`src/plrc_consts.vh`:
```
`ifndef PLRC_CONSTS_VH
`define PLRC_CONSTS_VH

// register byte offsets
`define PLRC_CTRL_OFS 8'h00
`define PLRC_MN_OFS 8'h04
`define PLRC_BWLF_OFS 8'h08
`define PLRC_CDIV_OFS 8'h0C
`define PLRC_PHASE_OFS 8'h10
`define PLRC_STATUS_OFS 8'h14
`define PLRC_PHOFS_OFS 8'h18
`define PLRC_ACTMN_OFS 8'h1C
`define PLRC_ACTC_OFS 8'h20

// control fields
`define PLRC_CTRL_COMMIT 0
`define PLRC_CTRL_RECAL 1
`define PLRC_CTRL_AUTO_EN 2
`define PLRC_CTRL_SWO_EN 3

// phase command fields
`define PLRC_PH_DIR 8
`define PLRC_PH_SEL_LO 9
`define PLRC_PH_SEL_HI 10
`define PLRC_PH_START 31

// status fields
`define PLRC_ST_LOCKED 0
`define PLRC_ST_CAL_BUSY 1
`define PLRC_ST_CAL_DONE_LO 2
`define PLRC_ST_ACTIVE 4
`define PLRC_ST_PRIM_FAIL 5
`define PLRC_ST_BACK_FAIL 6
`define PLRC_ST_PH_BUSY 7
`define PLRC_ST_RECAL_NEED 8

// reset values
`define PLRC_MN_RST 16'h0110
`define PLRC_BWLF_RST 9'h040
`define PLRC_CDIV_RST 24'h04_0404
`define PLRC_CTRL_RST 2'b00

// phase shift step is one eighth of the vco period
`define PLRC_PH_STEPS_PER_VCO 4'h8
// manual switch low time, in sampled REF_CLK cycles
`define PLRC_SW_HOLD_CYC 4'h3
// user-side least reset hold after a switchover
`define PLRC_RST_MIN_NS 10
`define PLRC_CLK_PERIOD_NS 4
`define PLRC_RST_MIN_CYC ((`PLRC_RST_MIN_NS + `PLRC_CLK_PERIOD_NS - 1) / `PLRC_CLK_PERIOD_NS)

`endif

```
`src/plrc_top.v`:
```
// Our own choices: the APB register port and the register offsets.
`timescale 1ns/100ps
`include "plrc_consts.vh"
module plrc_top #(
  parameter [15:0] CAL_CYCLES = 16'h03E8,
  parameter [15:0] LOCK_CYCLES = 16'h00C8,
  parameter [15:0] RELOCK_CYCLES = 16'h0190,
  parameter [15:0] RETRY_CYCLES = 16'h1388
) (
  input wire REF_CLK,
  input wire RST_N,
  input wire PSEL,
  input wire PENABLE,
  input wire PWRITE,
  input wire [7:0] PADDR,
  input wire [31:0] PWDATA,
  output reg [31:0] PRDATA,
  output reg PREADY,
  output reg PSLVERR,
  input wire PLL_ARESET,
  input wire SWITCH_N,
  input wire REF_PRIMARY_TOGGLING,
  input wire REF_BACKUP_TOGGLING,
  output reg LOCKED,
  output reg ACTIVE_REF,
  output reg PRIMARY_REF_FAILED,
  output reg BACKUP_REF_FAILED,
  output reg CAL_BUSY
);

  localparam N_OUT = 3;
  localparam [1:0] ST_WAIT = 2'd0;
  localparam [1:0] ST_CAL = 2'd1;
  localparam [1:0] ST_LOCKING = 2'd2;
  localparam [1:0] ST_LOCKED = 2'd3;
  localparam [3:0] IDX_NONE = 4'hF;

  // address decode shared by read and write paths
  function [3:0] plrc_decode;
    input [7:0] addr;
    begin
      case (addr)
        `PLRC_CTRL_OFS: plrc_decode = 4'h0;
        `PLRC_MN_OFS: plrc_decode = 4'h1;
        `PLRC_BWLF_OFS: plrc_decode = 4'h2;
        `PLRC_CDIV_OFS: plrc_decode = 4'h3;
        `PLRC_PHASE_OFS: plrc_decode = 4'h4;
        `PLRC_STATUS_OFS: plrc_decode = 4'h5;
        `PLRC_PHOFS_OFS: plrc_decode = 4'h6;
        `PLRC_ACTMN_OFS: plrc_decode = 4'h7;
        `PLRC_ACTC_OFS: plrc_decode = 4'h8;
        default: plrc_decode = IDX_NONE;
      endcase
    end
  endfunction

  reg [1:0] ctrl;
  reg [15:0] mn_shadow;
  reg [8:0] bwlf_shadow;
  reg [23:0] c_shadow;
  reg [15:0] mn_act;
  reg [8:0] bwlf_act;
  reg [23:0] c_act;
  reg recal_needed;
  reg [1:0] state;
  reg [15:0] cnt;
  reg [15:0] lock_target;
  reg cal_pending;
  reg [1:0] cal_done;
  reg sw_prev;
  reg sw_armed;
  reg [3:0] sw_low_cnt;
  reg ph_busy;
  reg ph_dir;
  reg [1:0] ph_sel;
  reg [7:0] ph_left;
  reg [7:0] ph_ofs [0:N_OUT-1];
  reg [31:0] next_prdata;

  wire [3:0] wr_idx = plrc_decode(PADDR);
  wire wr_en = PSEL & PENABLE & PREADY & PWRITE;
  wire commit = wr_en & (wr_idx == 4'h0) & PWDATA[`PLRC_CTRL_COMMIT];
  wire recal_req = wr_en & (wr_idx == 4'h0) & PWDATA[`PLRC_CTRL_RECAL];
  wire ph_start = wr_en & (wr_idx == 4'h4) & PWDATA[`PLRC_PH_START];
  wire auto_en = ctrl[0];
  wire swo_en = ctrl[1];
  wire act_ok = ACTIVE_REF ? REF_BACKUP_TOGGLING : REF_PRIMARY_TOGGLING;
  wire other_ok = ACTIVE_REF ? REF_PRIMARY_TOGGLING : REF_BACKUP_TOGGLING;
  wire both_ok = REF_PRIMARY_TOGGLING & REF_BACKUP_TOGGLING;
  wire refs_ready = swo_en ? both_ok : act_ok;
  // switch fires only once the target reference is available
  wire man_fire = sw_armed & ~SWITCH_N & (sw_low_cnt >= `PLRC_SW_HOLD_CYC) & other_ok;
  // a held-low manual switch blocks automatic action
  wire auto_fire = auto_en & SWITCH_N & ~act_ok & other_ok;
  wire sw_fire = man_fire | auto_fire;
  wire ph_step = ph_busy & LOCKED & ~PLL_ARESET;

  // apb slave: zero wait states, read data and error prepared in setup
  always @* begin
    case (plrc_decode(PADDR))
      4'h0: next_prdata = {28'h000_0000, ctrl, 2'b00};
      4'h1: next_prdata = {16'h0000, mn_shadow};
      4'h2: next_prdata = {23'h00_0000, bwlf_shadow};
      4'h3: next_prdata = {8'h00, c_shadow};
      4'h4: next_prdata = {21'h00_0000, ph_sel, ph_dir, ph_left};
      4'h5: next_prdata = {23'h00_0000, recal_needed, ph_busy, BACKUP_REF_FAILED,
                           PRIMARY_REF_FAILED, ACTIVE_REF, cal_done, CAL_BUSY, LOCKED};
      4'h6: next_prdata = {8'h00, ph_ofs[2], ph_ofs[1], ph_ofs[0]};
      4'h7: next_prdata = {7'h00, bwlf_act, mn_act};
      4'h8: next_prdata = {8'h00, c_act};
      default: next_prdata = 32'h0000_0000;
    endcase
  end

  always @(posedge REF_CLK or negedge RST_N) begin
    if (!RST_N) begin
      PREADY <= 1'b0;
      PSLVERR <= 1'b0;
      PRDATA <= 32'h0000_0000;
    end else begin
      PREADY <= PSEL & ~PENABLE;
      PSLVERR <= PSEL & ~PENABLE & (plrc_decode(PADDR) == IDX_NONE);
      if (PSEL & ~PENABLE & ~PWRITE) begin
        PRDATA <= next_prdata;
      end
    end
  end

  // shadow settings take effect on commit; pll reset never touches them
  always @(posedge REF_CLK or negedge RST_N) begin
    if (!RST_N) begin
      ctrl <= `PLRC_CTRL_RST;
      mn_shadow <= `PLRC_MN_RST;
      bwlf_shadow <= `PLRC_BWLF_RST;
      c_shadow <= `PLRC_CDIV_RST;
      mn_act <= `PLRC_MN_RST;
      bwlf_act <= `PLRC_BWLF_RST;
      c_act <= `PLRC_CDIV_RST;
      recal_needed <= 1'b0;
    end else begin
      if (wr_en & (wr_idx == 4'h0)) begin
        ctrl <= {PWDATA[`PLRC_CTRL_SWO_EN], PWDATA[`PLRC_CTRL_AUTO_EN]};
      end
      if (wr_en & (wr_idx == 4'h1)) begin
        mn_shadow <= PWDATA[15:0];
      end
      if (wr_en & (wr_idx == 4'h2)) begin
        bwlf_shadow <= PWDATA[8:0];
      end
      if (wr_en & (wr_idx == 4'h3)) begin
        c_shadow <= PWDATA[23:0];
      end
      if (commit) begin
        mn_act <= mn_shadow;
        bwlf_act <= bwlf_shadow;
        c_act <= c_shadow;
      end
      // a new m/n needs recalibration; the set wins over the clear
      if (commit & (mn_shadow != mn_act)) begin
        recal_needed <= 1'b1;
      end else if (recal_req) begin
        recal_needed <= 1'b0;
      end
    end
  end

  // manual switch: falling edge arms only if both references toggle
  always @(posedge REF_CLK or negedge RST_N) begin
    if (!RST_N) begin
      sw_prev <= 1'b1;
      sw_armed <= 1'b0;
      sw_low_cnt <= 4'h0;
    end else begin
      sw_prev <= SWITCH_N;
      if (sw_prev & ~SWITCH_N) begin
        sw_armed <= both_ok;
        sw_low_cnt <= 4'h1;
      end else if (~SWITCH_N & sw_armed) begin
        if (man_fire) begin
          sw_armed <= 1'b0;
        end else if (sw_low_cnt != 4'hF) begin
          sw_low_cnt <= sw_low_cnt + 4'h1;
        end
      end else if (SWITCH_N) begin
        sw_armed <= 1'b0;
      end
    end
  end

  // reference failure flags, meaningful only for close frequencies
  always @(posedge REF_CLK or negedge RST_N) begin
    if (!RST_N) begin
      PRIMARY_REF_FAILED <= 1'b0;
      BACKUP_REF_FAILED <= 1'b0;
    end else begin
      PRIMARY_REF_FAILED <= ~REF_PRIMARY_TOGGLING;
      BACKUP_REF_FAILED <= ~REF_BACKUP_TOGGLING;
    end
  end

  // calibration, lock and switchover sequencing
  always @(posedge REF_CLK or negedge RST_N) begin
    if (!RST_N) begin
      state <= ST_WAIT;
      cnt <= 16'h0000;
      lock_target <= LOCK_CYCLES;
      cal_pending <= 1'b1;
      cal_done <= 2'b00;
      LOCKED <= 1'b0;
      ACTIVE_REF <= 1'b0;
      CAL_BUSY <= 1'b0;
    end else begin
      case (state)
        ST_WAIT: begin
          LOCKED <= 1'b0;
          CAL_BUSY <= 1'b0;
          if (!cal_pending) begin
            state <= ST_LOCKING;
            cnt <= 16'h0000;
          end else if (cnt == 16'h0000) begin
            if (refs_ready) begin
              state <= ST_CAL;
              CAL_BUSY <= 1'b1;
            end else begin
              cnt <= 16'h0001;
            end
          end else if (cnt >= RETRY_CYCLES - 16'h0001) begin
            cnt <= 16'h0000;
          end else begin
            cnt <= cnt + 16'h0001;
          end
        end
        ST_CAL: begin
          if (!refs_ready) begin
            state <= ST_WAIT;
            CAL_BUSY <= 1'b0;
            cnt <= 16'h0001;
          end else if (cnt >= CAL_CYCLES - 16'h0001) begin
            // results are kept per reference input
            cal_done <= swo_en ? 2'b11 : (cal_done | (ACTIVE_REF ? 2'b10 : 2'b01));
            cal_pending <= 1'b0;
            CAL_BUSY <= 1'b0;
            state <= ST_LOCKING;
            cnt <= 16'h0000;
            lock_target <= LOCK_CYCLES;
          end else begin
            cnt <= cnt + 16'h0001;
          end
        end
        ST_LOCKING: begin
          LOCKED <= 1'b0;
          if (!act_ok | PLL_ARESET) begin
            cnt <= 16'h0000;
          end else if (cnt >= lock_target - 16'h0001) begin
            LOCKED <= 1'b1;
            state <= ST_LOCKED;
          end else begin
            cnt <= cnt + 16'h0001;
          end
        end
        ST_LOCKED: begin
          if (!act_ok) begin
            LOCKED <= 1'b0;
            state <= ST_LOCKING;
            cnt <= 16'h0000;
            lock_target <= RELOCK_CYCLES;
          end
        end
        default: begin
          state <= ST_WAIT;
          cnt <= 16'h0000;
        end
      endcase
      // later assignments override the state walk above
      if (recal_req) begin
        cal_pending <= 1'b1;
        cal_done <= 2'b00;
        LOCKED <= 1'b0;
        CAL_BUSY <= 1'b0;
        state <= ST_WAIT;
        cnt <= 16'h0000;
      end else if (sw_fire) begin
        ACTIVE_REF <= ~ACTIVE_REF;
        LOCKED <= 1'b0;
        CAL_BUSY <= 1'b0; // a switch ends any run in progress, busy must not stick
        cnt <= 16'h0000;
        lock_target <= RELOCK_CYCLES;
        if (cal_done[~ACTIVE_REF]) begin
          state <= ST_LOCKING;
        end else begin
          cal_pending <= 1'b1;
          state <= ST_WAIT;
        end
      end else if (commit & state[1]) begin
        // new counters change frequency, so lock is lost and regained
        LOCKED <= 1'b0;
        state <= ST_LOCKING;
        cnt <= 16'h0000;
        lock_target <= LOCK_CYCLES;
      end else if (PLL_ARESET & state[1]) begin
        LOCKED <= 1'b0;
        state <= ST_LOCKING;
        cnt <= 16'h0000;
        lock_target <= LOCK_CYCLES;
      end
    end
  end

  // phase shift engine: one eighth-vco step per cycle while locked
  always @(posedge REF_CLK or negedge RST_N) begin
    if (!RST_N) begin
      ph_busy <= 1'b0;
      ph_dir <= 1'b0;
      ph_sel <= 2'b00;
      ph_left <= 8'h00;
    end else if (PLL_ARESET) begin
      ph_busy <= 1'b0;
      ph_left <= 8'h00;
    end else if (ph_start & ~ph_busy) begin
      ph_busy <= (PWDATA[7:0] != 8'h00) &
                 (PWDATA[`PLRC_PH_SEL_HI:`PLRC_PH_SEL_LO] < N_OUT);
      ph_left <= PWDATA[7:0];
      ph_dir <= PWDATA[`PLRC_PH_DIR];
      ph_sel <= PWDATA[`PLRC_PH_SEL_HI:`PLRC_PH_SEL_LO];
    end else if (ph_step) begin
      ph_left <= ph_left - 8'h01;
      ph_busy <= (ph_left != 8'h01);
    end
  end

  // per-output phase offsets in eighths of a vco period, modulo 256
  genvar g;
  generate
    for (g = 0; g < N_OUT; g = g + 1) begin : gen_ofs
      always @(posedge REF_CLK or negedge RST_N) begin
        if (!RST_N) begin
          ph_ofs[g] <= 8'h00;
        end else if (PLL_ARESET) begin
          ph_ofs[g] <= 8'h00;
        end else if (ph_step && (ph_sel == g)) begin
          ph_ofs[g] <= ph_dir ? ph_ofs[g] + 8'h01 : ph_ofs[g] - 8'h01;
        end
      end
    end
  endgenerate

endmodule // plrc_top
```
`config.mk`:
```
export PLATFORM = sky130hd
export DESIGN_NAME = plrc_top
export DESIGN_NICKNAME = d
export VERILOG_FILES = /design/src/plrc_top.v
export VERILOG_INCLUDE_DIRS = /design/src
export SDC_FILE = /design/constraint.sdc
export NUM_CORES = 1
export LEC_CHECK = 0
export ABC_CLOCK_PERIOD_IN_PS = 3400
export BUFFER_PORTS_ARGS = -buffer_cell sky130_fd_sc_hd__clkbuf_2
export CAP_MARGIN = 5
export CORE_UTILIZATION = 55
export CTS_CLUSTER_DIAMETER = 150
export DETAILED_ROUTE_END_ITERATION = 7
export MAX_ROUTING_LAYER = met4
export PLACE_DENSITY = 0.77
export SLEW_MARGIN = 20
export SYNTH_ARGS = -nofsm -noshare
export SYNTH_HDL_FRONTEND = slang
export SYNTH_SLANG_ARGS = --single-unit
```
`constraint.sdc`:
```
create_clock -name REF_CLK -period 3.4 [get_ports REF_CLK]
set_clock_uncertainty 0.2 [all_clocks]
set_input_delay 0.51 -clock REF_CLK [delete_from_list [all_inputs] [get_ports REF_CLK]]
set_output_delay 0.51 -clock REF_CLK [all_outputs]
set_load 0.01 [all_outputs]
```
After elaboration in Yosys (flattened, before gate mapping)

Index checks and enable logic that the tools add are counted.

Output and inout port bits: 39
Bits in registers: 219
Input bits: 49

Reductions and logical operators: 32
Mux-type cells: 96
Add/subtract/negate cells: 10
$lt $le $gt $ge: 6
Bitwise logic cells: 42
Equal/unequal tests: 36

Operator list:

| operator                                               | count |
|---|---|
| 2-to-1 mux 16 bit                                      | 20 |
| one-hot mux 25 bit (9 select lines)                    | 1 |
| 2-to-1 mux 8 bit                                       | 12 |
| one-hot mux 16 bit (4 select lines)                    | 1 |
| 2-to-1 mux 2 bit                                       | 19 |
| one-hot mux 4 bit (9 select lines)                     | 1 |
| 2-to-1 mux 1 bit                                       | 34 |
| == test 8 x 5 -> 1 bit (second input constant)         | 4 |
| one-hot mux 16 bit (2 select lines)                    | 1 |
| subtractor 8 x 1 -> 8 bit (second input constant)      | 4 |
| bitwise AND 1 bit                                      | 29 |
| inequality test 7 bit (second input constant)          | 4 |
| adder 8 x 1 -> 8 bit (second input constant)           | 3 |
| inequality test 6 bit (second input constant)          | 3 |
| nonzero test 2 bit                                     | 9 |
| adder 16 x 1 -> 16 bit (second input constant)         | 1 |
| == test 4 x 3 -> 1 bit (second input constant)         | 4 |
| == test 8 x 4 -> 1 bit (second input constant)         | 2 |
| >= comparator 16 x 10 -> 1 bit (second input constant) | 1 |
| >= comparator 16 x 13 -> 1 bit (second input constant) | 1 |
| >= comparator 16 bit                                   | 1 |
| zero test 16 bit                                       | 1 |
| 2-to-1 mux 4 bit                                       | 4 |
| inequality test 16 bit                                 | 1 |
| other kinds (36)                                       | 61 |

Depth between registers and ports, before layout

Word-level depth: 10
Gate-level depth with buffers: 16

Least setup slack after synthesis

OpenSTA, ideal clock, no wires.

Path type: register -> register
Start point: reg lock_target[2]
End point: reg cnt[14]
Stages on the path, launching flop included: 15
Path buffers: 0
Setup time: 0.095 ns
Clock period less this slack: 3.661 ns
Data required time: 3.105 ns
Arrival: 3.365 ns
Slack: -0.261 ns
Cell sequence: dfrtp_1 -> nor2_1 -> nand3_1 -> or3_1 -> nand2b_1 -> nor4_1 -> xnor2_1 -> ha_1 -> a21oi_1 -> o21ai_0 -> a2111o_1 -> a311o_1 -> a32o_2 -> nand4bb_1 -> o31ai_1

Cells in the longest elaborated chain, start to end: 4

RTL lines:

| what                            | line           | RTL |
|---|---|---|
| start, declared                 | plrc_top.v:67  | `reg [15:0] lock_target;` |
| start signal, assigned          | plrc_top.v:206 | `lock_target <= LOCK_CYCLES;` |
| start signal, assigned          | plrc_top.v:245 | `lock_target <= LOCK_CYCLES;` |
| start signal, assigned          | plrc_top.v:266 | `lock_target <= RELOCK_CYCLES;` |
| subtractor 16 x 1 -> 16 bit     | plrc_top.v:254 | `end else if (cnt >= lock_target - 16'h0001) begin` |
| >= comparator 16 bit            | plrc_top.v:254 |  |
| inequality test 7 bit (no line) | --             |  |
| AND reduction 3 bit (no line)   | --             |  |
| end signal, assigned            | plrc_top.v:230 | `cnt <= cnt + 16'h0001;` |
| end signal, assigned            | plrc_top.v:247 | `cnt <= cnt + 16'h0001;` |
| end signal, assigned            | plrc_top.v:258 | `cnt <= cnt + 16'h0001;` |
| end, declared                   | plrc_top.v:66  | `reg [15:0] cnt;` |

No other way between the ends.
A chain may end at the register's enable or synchronous reset.

Worst setup path after layout

Ends and elaborated chain as after synthesis.

==> results by group <==
Floorplan
  – Die ar.: 21200 um2
  – Die X-Extent: 146 um
  – Area of the core: 20200 um2
  – Io pins: 88
  – Die Span Y: 146 um
  – Starting Density: 0.560
  – Cell row count: 52

Yosys
  – Post-synth EDFFs: 0
  – Synth area leaders: dfrtp_1 43%, mux2_2 8.1%, nand2_1 4.5%
  – Distinct cells, synth: 73
  – Total number of yosys warnings: 0
  – Number of synthesized register bits: 212
  – Syn Inst Count: 1101
  – Register area share after synthesis: 0.470
  – Yosys top cell area share: 0.430
  – Biggest area consumer among synthesized cells: dfrtp_1
  – Post-Syn Area: 11300 um2
  – Post-synthesis async set-or-reset flop share: 1.00
  – Top FF cell, synth: dfrtp_1
  – Synth Area per Inst: 10.3 um2

Clock network
  – Clock Path Buffers: 3
  – Clock root buffer master: clkbuf_16
  – H-tree depth: 1
  – Clock latency at the later pin of the worst-skew pair: 0.53 ns
  – Clk sink count: 212
  – Clk slew on worst S/H paths: 0.06 ns
  – Num CTS Buffers: 24
  – CTS tree: done

Finish
  – Area grow syn2layout: 18.4%
  – Final cell count without fillers: 1504
  – Final instance area: 13400 um2
  – Share of cells above drive strength 1: 0.258
  – Final core occ: 0.663
  – Final Net Count: 1307

Placement
  – Final HPWL DP: 20300 um
  – Post-DP Area: 12400 um2
  – Gpl congestion: 0.940
  – Inst Count DP: 1451
  – Pre-CTS setup slack: -0.300 ns
  – I/O Buffers: 73

Worst setup path
  – Crit path DAT: 3.90 ns
  – Critical path launch point type: flip-flop
  – WP buf/inv: 0
  – Critical path, cell by cell: nor2_2, nand3_2, or3_4, nand2b_4, nor4_4, xnor2_1, ha_1, a21oi_2, o21ai_2, a2111o_1, a311o_1, a32o_2, nand4bb_4, o31ai_2
  – Crit Path Max Fanout: 4
  – Setup crit end kind: flip-flop
  – Crit-path slowest cell: dfrtp_1
  – Crit path kind: reg -> reg
  – Worst path max stage delay: 0.38 ns
  – Family with the most delay on the worst path: compound AO/OA/AOI/OAI gates
  – Worst Path Required: 3.63 ns

Routing
  – Detail Route Antenna Nets: 0
  – Remaining DRCs: 0
  – Routed vias/inst: 6.09
  – Avg WL per Cell: 19.7 um
  – Vias post-DR: 9163
  – Number of DRC markers in iteration 0: 539
  – Drt first pass iters: 8
  – DRT Wirelength: 29600 um

Timing
  – Final min period: 3.67 ns
  – Max Slew Vio Count: 0
  – Setup violations, final: 18
  – Final hold violation count: 0
  – RSZ-0062 raised after global routing: true
  – Max frequency: 272 MHz
  – Setup TNS: -3.68 ns
  – Fin crit share: 1.08
  – Relative slew slack: 0.407
  – WHS: 0.0139 ns
  – Final WS setup: -0.273 ns
  – Worst slew pin tran: 0.883 ns

Global routing
  – Gr ovfl total: 0
  – GRT Util Overall: 0.291
  – First-pass GRT wire length: 47900 um
  – Vias in the first global route: 9015
  – Initial antenna violation count: 1
  – Largest net degree at the start of global routing: 115

Power
  – P_int: 4.36 mW
  – Seq pwr share: 0.454
  – Tot Pwr: 5.68 mW
  – Max rail drop VDD: 376 uV
  – Clock Power Share: 0.484
  – Leakage: 6.33 nW
  – PwrDens: 423 nW/um2
  – Switching part of the total: 0.232
  – Net Sw Power: 1.31 mW
  – Part of the power in combinational logic: 0.062

Run status
  – Failing checks: setup timing
  – Status: finished, violations left

Run
  – Max_cap viols: 0

Hold path
  – Worst Hold Class: in -> reg
-- sequential cells by signal, indices dropped and copies added (netlist names), 8 cells and up --
| signal | count |
|---|---|
| mn_act | 16 |
| ph_ofs | 24 |
| bwlf_shadow | 9 |
| PRDATA | 25 |
| lock_target | 16 |
| bwlf_act | 9 |
| c_shadow | 24 |
| c_act | 24 |
| ph_left | 8 |
| cnt | 16 |
| mn_shadow | 16 |
-- per-layer routing --
metal,wire (um),global-route usage,vias to the layer above
met5,0,-,-
met4,1330,0.132,0
met3,1710,0.0345,87
met2,14400,0.469,365
met1,12200,0.370,4485
li1,-,-,4226
-- area by class of cell --
cell class / count / area [um2]
fill: 1514 / 6810
timing repair buffer: 136 / 936
clock inverter: 12 / 158
clock buffer: 32 / 701
sequential: 212 / 5330
antenna: 1 / 2.50
inverter: 23 / 86.3
multi-input combinational: 818 / 5880
tap: 270 / 338
-- Yosys cell counts (6+ instances only) --
| cell | count |
|---|---|
| a211oi_1 | 11 |
| a21oi_1 | 40 |
| a221oi_1 | 10 |
| a22o_1 | 24 |
| a22oi_1 | 40 |
| a31oi_1 | 7 |
| and2_1 | 17 |
| and3_1 | 8 |
| buf_4 | 7 |
| clkbuf_1 | 41 |
| dfrtp_1 | 195 |
| dfstp_2 | 17 |
| ha_1 | 40 |
| inv_1 | 23 |
| mux2_1 | 7 |
| mux2_2 | 82 |
| mux2i_1 | 11 |
| nand2_1 | 135 |
| nand2b_1 | 16 |
| nand3_1 | 29 |
| nand4_1 | 10 |
| nor2_1 | 77 |
| nor2b_1 | 11 |
| nor3_1 | 24 |
| nor3b_1 | 6 |
| nor4_1 | 12 |
| o21ai_0 | 24 |
| o21ai_1 | 22 |
| o31ai_1 | 13 |
| or3_1 | 9 |
| xnor2_1 | 45 |
| xor2_1 | 12 |
-- worst paths after layout --
check / startpoint / to / slack, ns / cells after the start
setup / recovery: lock_target[2] / cnt[14] / -0.27 / 14
hold / removal: PWDATA[22] / c_shadow[22] / 0.01 / 2
setup reg to reg: lock_target[2] / cnt[14] / -0.27 / 14
hold reg to reg: cal_pending / cal_pending / 0.28 / 2
max in group asynchronous: RST_N / lock_target[7] / 1.68 / 3
min in group asynchronous: RST_N / c_shadow[19] / 0.43 / 2
-- cell families (layout without fill, tap and decap cells) --
group                    count (synthesis)  in the layout  synth area share
AND/OR/NAND/NOR                        378            378             0.165
AO/OA/AOI/OAI                          233            233             0.144
adder cells (fa/ha/maj)                 43             43            0.0494
buffers and inverters                   77            203            0.0295
flip-flops                             212            212             0.470
XOR/XNOR                                57             57            0.0440
other                                    1              8          0.000331
multiplexers                           100            100            0.0981
-- power by group through the flow --
stage,sequential (mW),combinational [mW],clock [mW]
6_report,2.58,0.352,2.75
5_1_grt,2.58,0.386,2.89
4_1_cts,2.58,0.345,2.78
3_5_place_dp,2.62,0.332,0
3_3_place_gp,2.62,0.326,0
2_1_floorplan,2.61,0.170,0
-- cell usage in the layout (no fill, tap or decap), drive strengths merged, types with 10 or more instances in the layout --
master	n
nor3	25
nand4	11
a22o	24
dfrtp	195
o31ai	14
a211oi	11
nor4	16
nand3	29
ha	40
and2	17
inv	24
nor2	77
mux2	89
dfstp	17
a22oi	40
mux2i	11
clkbuf	104
nand2	135
nand2b	16
nor2b	11
a21oi	40
a221oi	10
xor2	12
o21ai	46
xnor2	45
buf	59
-- what timing repair did --
action / 4_1_cts / 5_1_grt
buffers inserted: 1 / 2
resized for setup: 7 / 19
hold buffers: 5 / 0
endpoints found under the hold margin: 107 / 0
pin swaps: 0 / 1
endpoints found under the setup margin: 18 / 18
Note: power is estimated with default switching activity, not from simulation.
